$ cat src/shared/wiper_defines.svh
`ifndef WIPER_DEFINES_SVH
`define WIPER_DEFINES_SVH

// register addresses
`define ADDR_WIPER_CH0 8'h00
`define ADDR_WIPER_CH1 8'h01
`define ADDR_ACCESS_CONTROL 8'h10
// reset values
`define WIPER_RESET 8'h80
`define ACCESS_CONTROL_RESET 8'h40
// field positions
`define POWER_DOWN_N_BIT 6
// fixed identification prefix (arbitrary value, not a real code)
`define ID_PREFIX 4'h5
// supply dip filter: 0.3 us at 5 ns clock
`define DIP_TIME_NS 300
`define CLK_PERIOD_NS 5
`define DIP_CYCLES ((`DIP_TIME_NS + `CLK_PERIOD_NS - 1) / `CLK_PERIOD_NS)
// wiper restore settling after shutdown exit, 1 us
`define SETTLE_TIME_NS 1000
`define SETTLE_CYCLES (`SETTLE_TIME_NS / `CLK_PERIOD_NS)

`endif

$ cat src/shared/wiper_pkg.sv
package wiper_pkg;
  // serial engine phase
  typedef enum logic [2:0] {
    ph_idle,
    ph_id,
    ph_addr,
    ph_wdata,
    ph_rdata,
    ph_ack_out,
    ph_ack_in
  } phase_type;

  // tap control to one analog array
  typedef struct packed {
    logic [7:0] tap_new;   // tap being made
    logic [7:0] tap_old;   // tap being broken
    logic break_old;       // old tap released
    logic shutdown;        // array ends open, wiper to low
  } tap_ctrl_type;
endpackage : wiper_pkg

$ cat src/logic/tap_switch.sv
`timescale 1ns/10ps
`default_nettype none
`include "wiper_defines.svh"

// make-before-break sequencer for one wiper
module tap_switch (
  input wire logic mclk,
  input wire logic rst,
  input wire logic [7:0] code,
  input wire logic power_down_n,
  output wiper_pkg::tap_ctrl_type ctrl
);
  logic [7:0] old_r, old_nxt;     // tap currently made
  logic [1:0] step_r, step_nxt;   // make-before-break step
  logic [7:0] settle_r, settle_nxt; // restore delay counter
  logic sd_r, sd_nxt;

  // next state
  always_comb begin
    old_nxt = old_r;
    step_nxt = step_r;
    settle_nxt = settle_r;
    sd_nxt = sd_r;
    if (!power_down_n) begin
      sd_nxt = 1'b1;
      settle_nxt = 8'(`SETTLE_CYCLES);
    end else if (sd_r) begin
      // hold shutdown until settling ends
      if (settle_r == 8'h00) begin
        sd_nxt = 1'b0;
        old_nxt = code;
      end else begin
        settle_nxt = settle_r - 8'h01;
      end
    end else if (code != old_r && step_r == 2'd0) begin
      step_nxt = 2'd1; // new tap made, old still held
    end else if (step_r == 2'd1) begin
      step_nxt = 2'd0;
      old_nxt = code; // now break the old one
    end
  end

  // registers
  always_ff @(posedge mclk or posedge rst) begin
    if (rst) begin
      old_r <= `WIPER_RESET;
      step_r <= 2'd0;
      settle_r <= 8'h00;
      sd_r <= 1'b0;
    end else begin
      old_r <= old_nxt;
      step_r <= step_nxt;
      settle_r <= settle_nxt;
      sd_r <= sd_nxt;
    end
  end

  // code maps straight to tap index, one tap per step
  always_comb begin
    ctrl.tap_new = code;
    ctrl.tap_old = old_r;
    ctrl.break_old = (old_r == code);
    ctrl.shutdown = sd_r;
  end
endmodule : tap_switch

`default_nettype wire

$ cat src/logic/wiper_bank.sv
// Behaviour
// - two 8-bit wiper registers select taps
// - 00h low end, FFh high end
// - code maps monotonically, one tap per step
// - wipers reset to 80h
// - addresses 0, 1, 10h decoded
// - shutdown bit resets to 1, 40h
// - bit 6 shuts both channels
// - bit low asserts shutdown controls
// - shutdown keeps wiper codes
// - leaving shutdown restores taps after settling
// - supply dip in shutdown resets wipers
// - device is slave, master clocks
// - bytes travel MSB first
// - sample on rise, change after fall
// - straps give low three address bits
// - data pin driven low only
// - make new tap before breaking old
// - wipers writable and readable
// - id byte prefix, straps, direction
// - write updates register at ninth clock
// - further data bytes accepted
// - read ends on master not-acknowledge
`timescale 1ns/10ps
`default_nettype none
`include "wiper_defines.svh"

module wiper_bank (
  input wire logic mclk,
  input wire logic rst,
  input wire logic scl_in,
  input wire logic sda_in,
  output logic sda_out,
  output logic sda_oe,
  input wire logic [2:0] address_straps,
  input wire logic supply_low,
  output wiper_pkg::tap_ctrl_type tap_ch0,
  output wiper_pkg::tap_ctrl_type tap_ch1
);
  // input synchronisers, first stage read only by second
  logic [1:0] scl_s1_r, scl_s2_r;
  logic [1:0] sda_s1_r, sda_s2_r;
  logic [2:0] strap_s1_r, strap_s2_r;
  logic [1:0] dip_s1_r, dip_s2_r;
  logic scl_d_r, sda_d_r; // previous synced levels
  logic scl_rise, scl_fall, start_seen, stop_seen;

  // serial engine state
  wiper_pkg::phase_type ph_r, ph_nxt;
  wiper_pkg::phase_type after_r, after_nxt; // phase after ack
  logic [7:0] shift_r, shift_nxt;
  logic [3:0] bit_r, bit_nxt;
  logic [7:0] ptr_r, ptr_nxt;
  logic sda_oe_r, sda_oe_nxt;
  logic ack_now_r, ack_now_nxt;     // ack pending at next fall

  // register bank
  logic [7:0] wiper0_r, wiper0_nxt;
  logic [7:0] wiper1_r, wiper1_nxt;
  logic pdn_r, pdn_nxt;
  logic [8:0] dip_cnt_r, dip_cnt_nxt; // dip length counter

  logic [7:0] rd_val;
  logic [6:0] own_addr;
  logic write_ok_r, write_ok_nxt; // a data byte has been received
  logic write_ok;

  // two flip-flop synchronisers
  always_ff @(posedge mclk or posedge rst) begin
    if (rst) begin
      scl_s1_r <= 2'b11;
      scl_s2_r <= 2'b11;
      sda_s1_r <= 2'b11;
      sda_s2_r <= 2'b11;
      strap_s1_r <= 3'h0;
      strap_s2_r <= 3'h0;
      dip_s1_r <= 2'b00;
      dip_s2_r <= 2'b00;
      scl_d_r <= 1'b1;
      sda_d_r <= 1'b1;
    end else begin
      scl_s1_r <= {1'b0, scl_in};
      scl_s2_r <= scl_s1_r;
      sda_s1_r <= {1'b0, sda_in};
      sda_s2_r <= sda_s1_r;
      strap_s1_r <= address_straps;
      strap_s2_r <= strap_s1_r;
      dip_s1_r <= {1'b0, supply_low};
      dip_s2_r <= dip_s1_r;
      scl_d_r <= scl_s2_r[0];
      sda_d_r <= sda_s2_r[0];
    end
  end

  // line event detection on synced levels
  always_comb begin
    scl_rise = scl_s2_r[0] & ~scl_d_r;
    scl_fall = ~scl_s2_r[0] & scl_d_r;
    start_seen = scl_s2_r[0] & scl_d_r & sda_d_r & ~sda_s2_r[0];
    stop_seen = scl_s2_r[0] & scl_d_r & ~sda_d_r & sda_s2_r[0];
    own_addr = {`ID_PREFIX, strap_s2_r};
  end

  // readback mux, other control bits zero
  always_comb begin
    unique case (ptr_r)
      `ADDR_WIPER_CH0: rd_val = wiper0_r;
      `ADDR_WIPER_CH1: rd_val = wiper1_r;
      `ADDR_ACCESS_CONTROL: rd_val = {1'b0, pdn_r, 6'h00};
      default: rd_val = 8'h00;
    endcase
  end

  // serial engine and register writes
  always_comb begin
    ph_nxt = ph_r;
    after_nxt = after_r;
    shift_nxt = shift_r;
    bit_nxt = bit_r;
    ptr_nxt = ptr_r;
    sda_oe_nxt = sda_oe_r;
    ack_now_nxt = ack_now_r;
    wiper0_nxt = wiper0_r;
    wiper1_nxt = wiper1_r;
    pdn_nxt = pdn_r;
    dip_cnt_nxt = dip_cnt_r;
    // supply dip filter in shutdown only
    if (!pdn_r && dip_s2_r[0]) begin
      if (dip_cnt_r == 9'(`DIP_CYCLES)) begin
        wiper0_nxt = `WIPER_RESET;
        wiper1_nxt = `WIPER_RESET;
      end else begin
        dip_cnt_nxt = dip_cnt_r + 9'h001;
      end
    end else begin
      dip_cnt_nxt = 9'h000;
    end
    if (start_seen) begin
      // start or repeated start, release line
      ph_nxt = wiper_pkg::ph_id;
      bit_nxt = 4'h0;
      sda_oe_nxt = 1'b0;
      ack_now_nxt = 1'b0;
    end else if (stop_seen) begin
      ph_nxt = wiper_pkg::ph_idle;
      sda_oe_nxt = 1'b0;
      ack_now_nxt = 1'b0;
    end else if (scl_rise) begin
      unique case (ph_r)
        wiper_pkg::ph_id, wiper_pkg::ph_addr, wiper_pkg::ph_wdata: begin
          shift_nxt = {shift_r[6:0], sda_s2_r[0]};
          bit_nxt = bit_r + 4'h1;
          if (bit_r == 4'h7) begin
            ack_now_nxt = 1'b1;
            if (ph_r == wiper_pkg::ph_id) begin
              if (shift_r[6:0] == own_addr) begin
                after_nxt = sda_s2_r[0] ? wiper_pkg::ph_rdata : wiper_pkg::ph_addr;
              end else begin
                ack_now_nxt = 1'b0;
                ph_nxt = wiper_pkg::ph_idle; // not ours
              end
            end else if (ph_r == wiper_pkg::ph_addr) begin
              ptr_nxt = {shift_r[6:0], sda_s2_r[0]};
              after_nxt = wiper_pkg::ph_wdata;
            end else begin
              after_nxt = wiper_pkg::ph_wdata;
            end
          end
        end
        wiper_pkg::ph_ack_out: begin
          // ninth clock: commit write data
          // the address byte's ack must not move the pointer
          if (after_r == wiper_pkg::ph_wdata && bit_r == 4'h8 && write_ok) begin
            bit_nxt = 4'h9;
          end
        end
        wiper_pkg::ph_rdata: begin
          bit_nxt = bit_r + 4'h1;
          if (bit_r == 4'h7) begin
            ph_nxt = wiper_pkg::ph_ack_in;
          end
        end
        wiper_pkg::ph_ack_in: begin
          // master nack ends the read
          if (sda_s2_r[0]) begin
            ph_nxt = wiper_pkg::ph_idle;
          end else begin
            ph_nxt = wiper_pkg::ph_rdata;
            ptr_nxt = ptr_r + 8'h01;
            bit_nxt = 4'h0;
          end
        end
        default: ;
      endcase
    end else if (scl_fall) begin
      // outputs change only after a falling edge
      if (ack_now_r) begin
        ack_now_nxt = 1'b0;
        sda_oe_nxt = 1'b1;
        ph_nxt = wiper_pkg::ph_ack_out;
        bit_nxt = 4'h8;
      end else if (ph_r == wiper_pkg::ph_ack_out) begin
        sda_oe_nxt = 1'b0;
        ph_nxt = after_r;
        bit_nxt = 4'h0;
        if (after_r == wiper_pkg::ph_rdata) begin
          sda_oe_nxt = ~rd_val[7];
          shift_nxt = {rd_val[6:0], 1'b0};
        end
        if (after_r == wiper_pkg::ph_wdata && ph_r == wiper_pkg::ph_ack_out && bit_r == 4'h9) begin
          ptr_nxt = ptr_r + 8'h01;
        end
      end else if (ph_r == wiper_pkg::ph_rdata) begin
        if (bit_r == 4'h8) begin
          sda_oe_nxt = 1'b0; // release for master ack
        end else if (bit_r == 4'h0) begin
          sda_oe_nxt = ~rd_val[7]; // next byte after ack
          shift_nxt = {rd_val[6:0], 1'b0};
        end else begin
          sda_oe_nxt = ~shift_r[7];
          shift_nxt = {shift_r[6:0], 1'b0};
        end
      end else if (ph_r == wiper_pkg::ph_ack_in) begin
        sda_oe_nxt = 1'b0;
      end
    end
    // register write at ninth rising clock of a data byte
    if (scl_rise && ph_r == wiper_pkg::ph_ack_out && after_r == wiper_pkg::ph_wdata && bit_r == 4'h8
        && !start_seen && !stop_seen) begin
      if (write_ok) begin
        unique case (ptr_r)
          `ADDR_WIPER_CH0: wiper0_nxt = shift_r;
          `ADDR_WIPER_CH1: wiper1_nxt = shift_r;
          `ADDR_ACCESS_CONTROL: pdn_nxt = shift_r[`POWER_DOWN_N_BIT];
          default: ;
        endcase
      end
    end
  end

  // write only after a data byte, not after id or address
  always_comb begin
    write_ok = write_ok_r;
    write_ok_nxt = write_ok_r;
    if (scl_rise && ph_r == wiper_pkg::ph_wdata && bit_r == 4'h7) begin
      write_ok_nxt = 1'b1;
    end else if (scl_rise && (ph_r == wiper_pkg::ph_id || ph_r == wiper_pkg::ph_addr)) begin
      write_ok_nxt = 1'b0;
    end
  end

  // engine and bank registers
  always_ff @(posedge mclk or posedge rst) begin
    if (rst) begin
      ph_r <= wiper_pkg::ph_idle;
      after_r <= wiper_pkg::ph_idle;
      shift_r <= 8'h00;
      bit_r <= 4'h0;
      ptr_r <= 8'h00;
      sda_oe_r <= 1'b0;
      ack_now_r <= 1'b0;
      wiper0_r <= `WIPER_RESET;
      wiper1_r <= `WIPER_RESET;
      pdn_r <= 1'(`ACCESS_CONTROL_RESET >> `POWER_DOWN_N_BIT);
      dip_cnt_r <= 9'h000;
      write_ok_r <= 1'b0;
    end else begin
      ph_r <= ph_nxt;
      after_r <= after_nxt;
      shift_r <= shift_nxt;
      bit_r <= bit_nxt;
      ptr_r <= ptr_nxt;
      sda_oe_r <= sda_oe_nxt;
      ack_now_r <= ack_now_nxt;
      wiper0_r <= wiper0_nxt; // codes untouched by shutdown
      wiper1_r <= wiper1_nxt;
      pdn_r <= pdn_nxt;
      dip_cnt_r <= dip_cnt_nxt;
      write_ok_r <= write_ok_nxt;
    end
  end

  // open drain: only ever drive low
  always_comb begin
    sda_out = 1'b0;
    sda_oe = sda_oe_r;
  end

  // one sequencer per channel, shared shutdown
  tap_switch u_tap0 (
    .mclk(mclk),
    .rst(rst),
    .code(wiper0_r),
    .power_down_n(pdn_r),
    .ctrl(tap_ch0)
  );
  tap_switch u_tap1 (
    .mclk(mclk),
    .rst(rst),
    .code(wiper1_r),
    .power_down_n(pdn_r),
    .ctrl(tap_ch1)
  );
endmodule : wiper_bank

`default_nettype wire

$ cat config.mk
export PLATFORM = sky130hd
export DESIGN_NAME = wiper_bank
export DESIGN_NICKNAME = d
export VERILOG_FILES = /design/src/shared/wiper_pkg.sv /design/src/logic/tap_switch.sv /design/src/logic/wiper_bank.sv
export VERILOG_INCLUDE_DIRS = /design/src /design/src/shared
export SDC_FILE = /design/constraint.sdc
export NUM_CORES = 1
export LEC_CHECK = 0
export BUFFER_PORTS_ARGS = -buffer_cell sky130_fd_sc_hd__buf_2
export CAP_MARGIN = 20
export CELL_PAD_IN_SITES_DETAIL_PLACEMENT = 1
export CELL_PAD_IN_SITES_GLOBAL_PLACEMENT = 1
export CORE_ASPECT_RATIO = 0.9
export CORE_UTILIZATION = 45
export CTS_CLUSTER_SIZE = 10
export DETAILED_ROUTE_END_ITERATION = 12
export GPL_TIMING_DRIVEN = 0
export PLACE_DENSITY_LB_ADDON = 0.1
export SLEW_MARGIN = 20
export SYNTH_ARGS = -nofsm -noshare
export SYNTH_HDL_FRONTEND = slang
export SYNTH_SLANG_ARGS = --single-unit
$ cat constraint.sdc
create_clock -name mclk -period 4.3 [get_ports mclk]
set_input_delay 0.215 -clock mclk [delete_from_list [all_inputs] [get_ports mclk]]
set_output_delay 0.215 -clock mclk [all_outputs]
set_load 0.1 [all_outputs]
Word level (Yosys, flattened, before mapping)

Cells that the tools add are included.

Add/sub/neg operators: 5
Equality and inequality tests: 52
Muxes and demuxes: 101
Bitwise logic cells: 17
Reductions and logical operators: 56

Operator list:

| cell                                                               | count |
|---|---|
| 8-bit 2-to-1 mux                                                   | 42 |
| 3-bit 2-to-1 mux                                                   | 14 |
| 4-bit 2-to-1 mux                                                   | 8 |
| 1-bit 2-to-1 mux                                                   | 27 |
| 8-bit zero test                                                    | 3 |
| 8-bit case mux with 3 select lines                                 | 1 |
| 9-bit 2-to-1 mux                                                   | 2 |
| 3-bit != test, second input constant                               | 6 |
| 8-bit == test                                                      | 2 |
| 2-bit != test, second input constant                               | 8 |
| 8-bit != test                                                      | 2 |
| 8-bit case mux with 2 select lines                                 | 1 |
| 2-bit nonzero test                                                 | 8 |
| 8-bit by 1-bit subtractor with 8-bit output, second input constant | 2 |
| 1-bit logical AND                                                  | 15 |
| 5-bit != test, second input constant                               | 3 |
| 3-bit AND reduction                                                | 5 |
| 3-bit == test, second input constant                               | 4 |
| 4-bit case mux with 3 select lines                                 | 1 |
| 6-bit AND reduction                                                | 2 |
| 11-bit AND reduction                                               | 1 |
| 2-bit by 1-bit != test with 1-bit output, second input constant    | 5 |
| 1-bit inverter                                                     | 10 |
| 9-bit by 1-bit adder with 9-bit output, second input constant      | 1 |
| other kinds (34)                                                   | 58 |

Flip-flop bits (word level): 107

Longest topological paths before layout

Word-level depth: 12
Depth in mapped cells: 9

Hierarchy

A second synthesis with hierarchy kept.

Cells, all modules: 573
Area, all modules: 5790.6 µm²

Modules (own cells, without submodules):

| module     | instances | cells each | area each (µm²) |
|---|---|---|---|
| wiper_bank | 1         | 393        | 3731.1 |
| tap_switch | 2         | 90         | 1029.7 |

Least setup slack after synthesis

No wires, ideal clock.

Kind: flip-flop to flip-flop
Start: register wiper1_r[6]
End: register u_tap1.step_r[0]
Library setup time: 0.120 ns
Data arrival time: 2.919 ns
Data required time: 4.180 ns
Path slack: 1.261 ns
Stages on the path, launching flop included: 6
Path buffers: 0
Clock period less this slack: 3.039 ns
Cells stage by stage: dfrtp_1 > xnor2_1 > nand4_1 > nor2_1 > nor2_1 > a31o_2

Word-level cells in the longest chain between the ends: 4
Elaborated cells between the ends (all ways): 5

RTL lines:

| element                       | RTL line          | source |
|---|---|---|
| start: declaration            | wiper_bank.sv:59  | `logic [7:0] wiper1_r, wiper1_nxt;` |
| start signal: assignment      | wiper_bank.sv:263 | `` wiper1_r <= `WIPER_RESET; `` |
| start signal: assignment      | wiper_bank.sv:276 | `wiper1_r <= wiper1_nxt;` |
| 8-bit != test (*)             | tap_switch.sv:35  | `end else if (code != old_r && step_r == 2'd0) begin` |
| 1-bit logical AND (*)         | tap_switch.sv:35  |  |
| 2-bit nonzero test (no line)  | --                |  |
| 3-bit AND reduction (no line) | --                |  |
| end signal: assignment        | tap_switch.sv:52  | `step_r <= step_nxt;` |
| end: declaration              | tap_switch.sv:14  | `logic [1:0] step_r, step_nxt;` |

Every way passes the cells marked *; elsewhere a longest branch is shown, timed or not.
A chain may end at the register's enable or synchronous reset.

Final worst setup path

Start: register scl_s2_r[0]
End: register bit_r[1]

Word-level cells in the longest chain between the ends: 5
Elaborated cells between the ends (all ways): 18

RTL lines:

| element                                                                          | RTL line                            | source |
|---|---|---|
| start: declaration                                                               | wiper_bank.sv:41                    | `logic [1:0] scl_s1_r, scl_s2_r;` |
| start signal: assignment                                                         | wiper_bank.sv:83                    | `scl_s2_r <= scl_s1_r;` |
| 1-bit AND                                                                        | wiper_bank.sv:99, wiper_bank.sv:100 |  |
| 1-bit AND, on equally long branches (2 in series)                                | wiper_bank.sv:99, wiper_bank.sv:100 |  |
| 5-bit by 2-bit != test with 1-bit output (no line), or another cell as far along | --                                  |  |
| 6-bit AND reduction (no line)                                                    | --                                  |  |
| end signal: assignment                                                           | wiper_bank.sv:271                   | `bit_r <= bit_nxt;` |
| end: declaration                                                                 | wiper_bank.sv:52                    | `logic [3:0] bit_r, bit_nxt;` |

Parallel ways exist; a longest one is shown, timed or not. The select of a mux whose other input is x is not followed.

==> results_dict.tcl <==
set metrics [dict create \
    synthCells 554 \
    layout.nets 640 \
    ioPinCount 46 \
    port_buffers 44 \
    fp.coreArea_um2 12030 \
    ys_seq_elements 105 \
    multi_input_area_um2 2688 \
    p_leak_nw 2.931 \
    grt_pass1_vias 4645 \
    grt_max_degree 80 \
    worstPathCellList "ha_1, clkbuf_1, nor2_1, o211a_1, nor3_1, mux2_2" \
    seq_area_um2 2641 \
    period_minus_slack_ps 2631 \
    hold_ws_ps 353.3 \
    final_common_cell "dfrtp_1" \
    drive_above_1_share_pct 20.42 \
    cts-root-buf "clkbuf_16" \
    fp.dieW_um 118.9 \
    ys_seq_area_share_pct 47.74 \
    path_max_fanout 9 \
    ys_types 70 \
    die_height_um 107.2 \
    worst_pin_slew_ps 857.0 \
    htree_levels 3 \
    synth_top_area_share_pct 42.51 \
    area_growth_pct 15.15 \
    synth.largest_area_cell "dfrtp_1" \
    fin_util_pct 52.96 \
    clkLatencyLatePin_ps 350 \
    clock_sinks 105 \
    clockBufferDepth 2 \
    hpwlAfterDp_um 10450 \
    antenna_found_initial 0 \
    fin_crit_sh_pct 61.20 \
    diodes 0 \
    cpMaxStageDelayCell "nor3_1" \
    drt_iter0_drc 262 \
    power_density_nw_per_um2 415.6 \
    wl_um 14390 \
    grtUsageTotal_pct 24.18 \
    skew_ps 7.483 \
    cp.arrival_ps 2870 \
    yosys-top-cells-area "dfrtp_1, mux2_2, dfstp_2" \
    syn-cell-area_um2 5533 \
    wire_per_inst_um 18.40 \
    synth_area_per_cell_um2 9.987 \
    start_kind "flop" \
    finalHoldViolations 0 \
    placementRows 38 \
    viasPerCell 5.590 \
    drt-pass1-iter-count 4 \
    vias 4371 \
    crit_path_end_kind "flop" \
    required_ps 4540 \
    hold_path.class "reg -> reg" \
    fillers 1389 \
    remaining_drc_errors 0 \
    synth_edf_count 0 \
    cts_tree "built" \
    dieArea_um2 12740 \
    overflow 0 \
    start_util_pct 46.00 \
    fin_setup_tns_ps 0 \
    clk_pin_slew_worst_paths_ps 70 \
    async_flop_share_pct 100.0 \
    setup-violations-final 0 \
    cts_setup_buffers 0 \
    routabilityCongestion 0.8692 \
    crit_type "reg -> reg" \
    syn-num-nets 577 \
    rsz0062_at_grt "no" \
    synth_top_flop_cell "dfrtp_1" \
    yosysWarningCount 0 \
    outcome "completed" \
    layout_common_cells "dfrtp_1, nand2_1, buf_2, nor2_1, nand3_1" \
    numCtsBuffers 9 \
    drv_slew 0 \
    max_freq_mhz 380.0 \
    ir_drop_uv 282.5 \
    grt_pass1_wl_um 23960 \
    totalPowerFinal_w 0.002648 \
    slew_headroom_pct 42.60 \
    cap_violations 0 \
    cpPeakStageDelay_ps 580 \
    ant_nets 0 \
]
==> registers in the layout, indices dropped and copies added (netlist names), 4 cells and up <==
name             count
u_tap0.old_r         8
wiper0_r             8
dip_cnt_r            9
u_tap1.settle_r      8
u_tap1.old_r         8
shift_r              8
u_tap0.settle_r      8
bit_r                4
wiper1_r             8
ptr_r                8
==> metal layers <==
| layer | routed length (um) | vias up | track usage (%) |
|---|---|---|---|
| li1 | - | 2063 | - |
| met1 | 6688 | 2235 | 32.11 |
| met2 | 7156 | 62 | 40.56 |
| met3 | 403 | 11 | 4.628 |
| met4 | 141 | 0 | 6.239 |
| met5 | 0 | - | 0 |
==> stage by stage <==
step / instances / setup WS, ps / cell area [um^2]
3_5_place_dp: 759 / 1719 / 5986
2_1_floorplan: 554 / 1261 / 5533
6_report: 782 / 1669 / 6371
5_1_grt: 782 / 1507 / 6371
3_3_place_gp: 758 / 33.14 / 5953
4_1_cts: 782 / 1655 / 6371
==> worst max-delay path: cells and delay by family (launching register included) <==
kind | cells | cell delay, ps
DFF | 1 | 560
and+or+nand+nor | 2 | 770
buffers and inverters | 1 | 340
adders and majority gates | 1 | 150
AOI/OAI and AO/OA | 1 | 290
muxes | 1 | 400
==> report_power, final <==
group	switching (W)	internal (W)
clock network	0.000370	0.000500
registers	0.000114	0.00107
logic	0.000374	0.000222
==> synth_stat cells (all sizes together) (10+ instances only) <==
master / count
a21oi: 12
and2: 10
buf: 13
clkbuf: 11
dfrtp: 94
dfstp: 11
ha: 15
inv: 23
mux2: 30
nand2: 68
nand3: 33
nand4: 10
nor2: 42
nor3: 12
o21ai: 23
xnor2: 32
==> final timing paths <==
| path | startpoint | endpoint | slack (ps) | cells past startpoint |
|---|---|---|---|---|
| worst max-delay path | scl_s2_r[0] | bit_r[1] | 1670 | 6 |
| worst min-delay path | strap_s1_r[0] | strap_s2_r[0] | 350 | 0 |
| worst max register to register | scl_s2_r[0] | bit_r[1] | 1670 | 6 |
| worst min register to register | strap_s1_r[0] | strap_s2_r[0] | 350 | 0 |
| max in group asynchronous | rst | u_tap0.old_r[7] | 3220 | 4 |
| min in group asynchronous | rst | dip_cnt_r[6] | 380 | 3 |
==> final cells by class <==
class                   count  area share [%]
plain buffers              24           1.846
clock buffers              12           4.183
clock inverters             4          0.7659
inverters                  23           1.434
multi-input cells         402           42.18
flip-flops and latches    105           41.46
well taps                 160           3.142
repair buffers             52           4.988
==> kinds of logic after synthesis <==
family / synth area share (%)
AOI/OAI and AO/OA: 10.40
DFF: 47.74
xor gates and xnor gates: 6.174
other: 0.06778
muxes: 7.372
buffers and inverters: 3.686
and+or+nand+nor: 21.17
adders and majority gates: 3.392
==> what timing repair did <==
item | 4_1_cts | 5_1_grt
setup endpoints to repair | 0 | 0
resized for setup | 0 | 0
endpoints found under the hold margin | 26 | 0
hold buffers | 7 | 0
No activity file was read; power rests on OpenSTA's default activity.
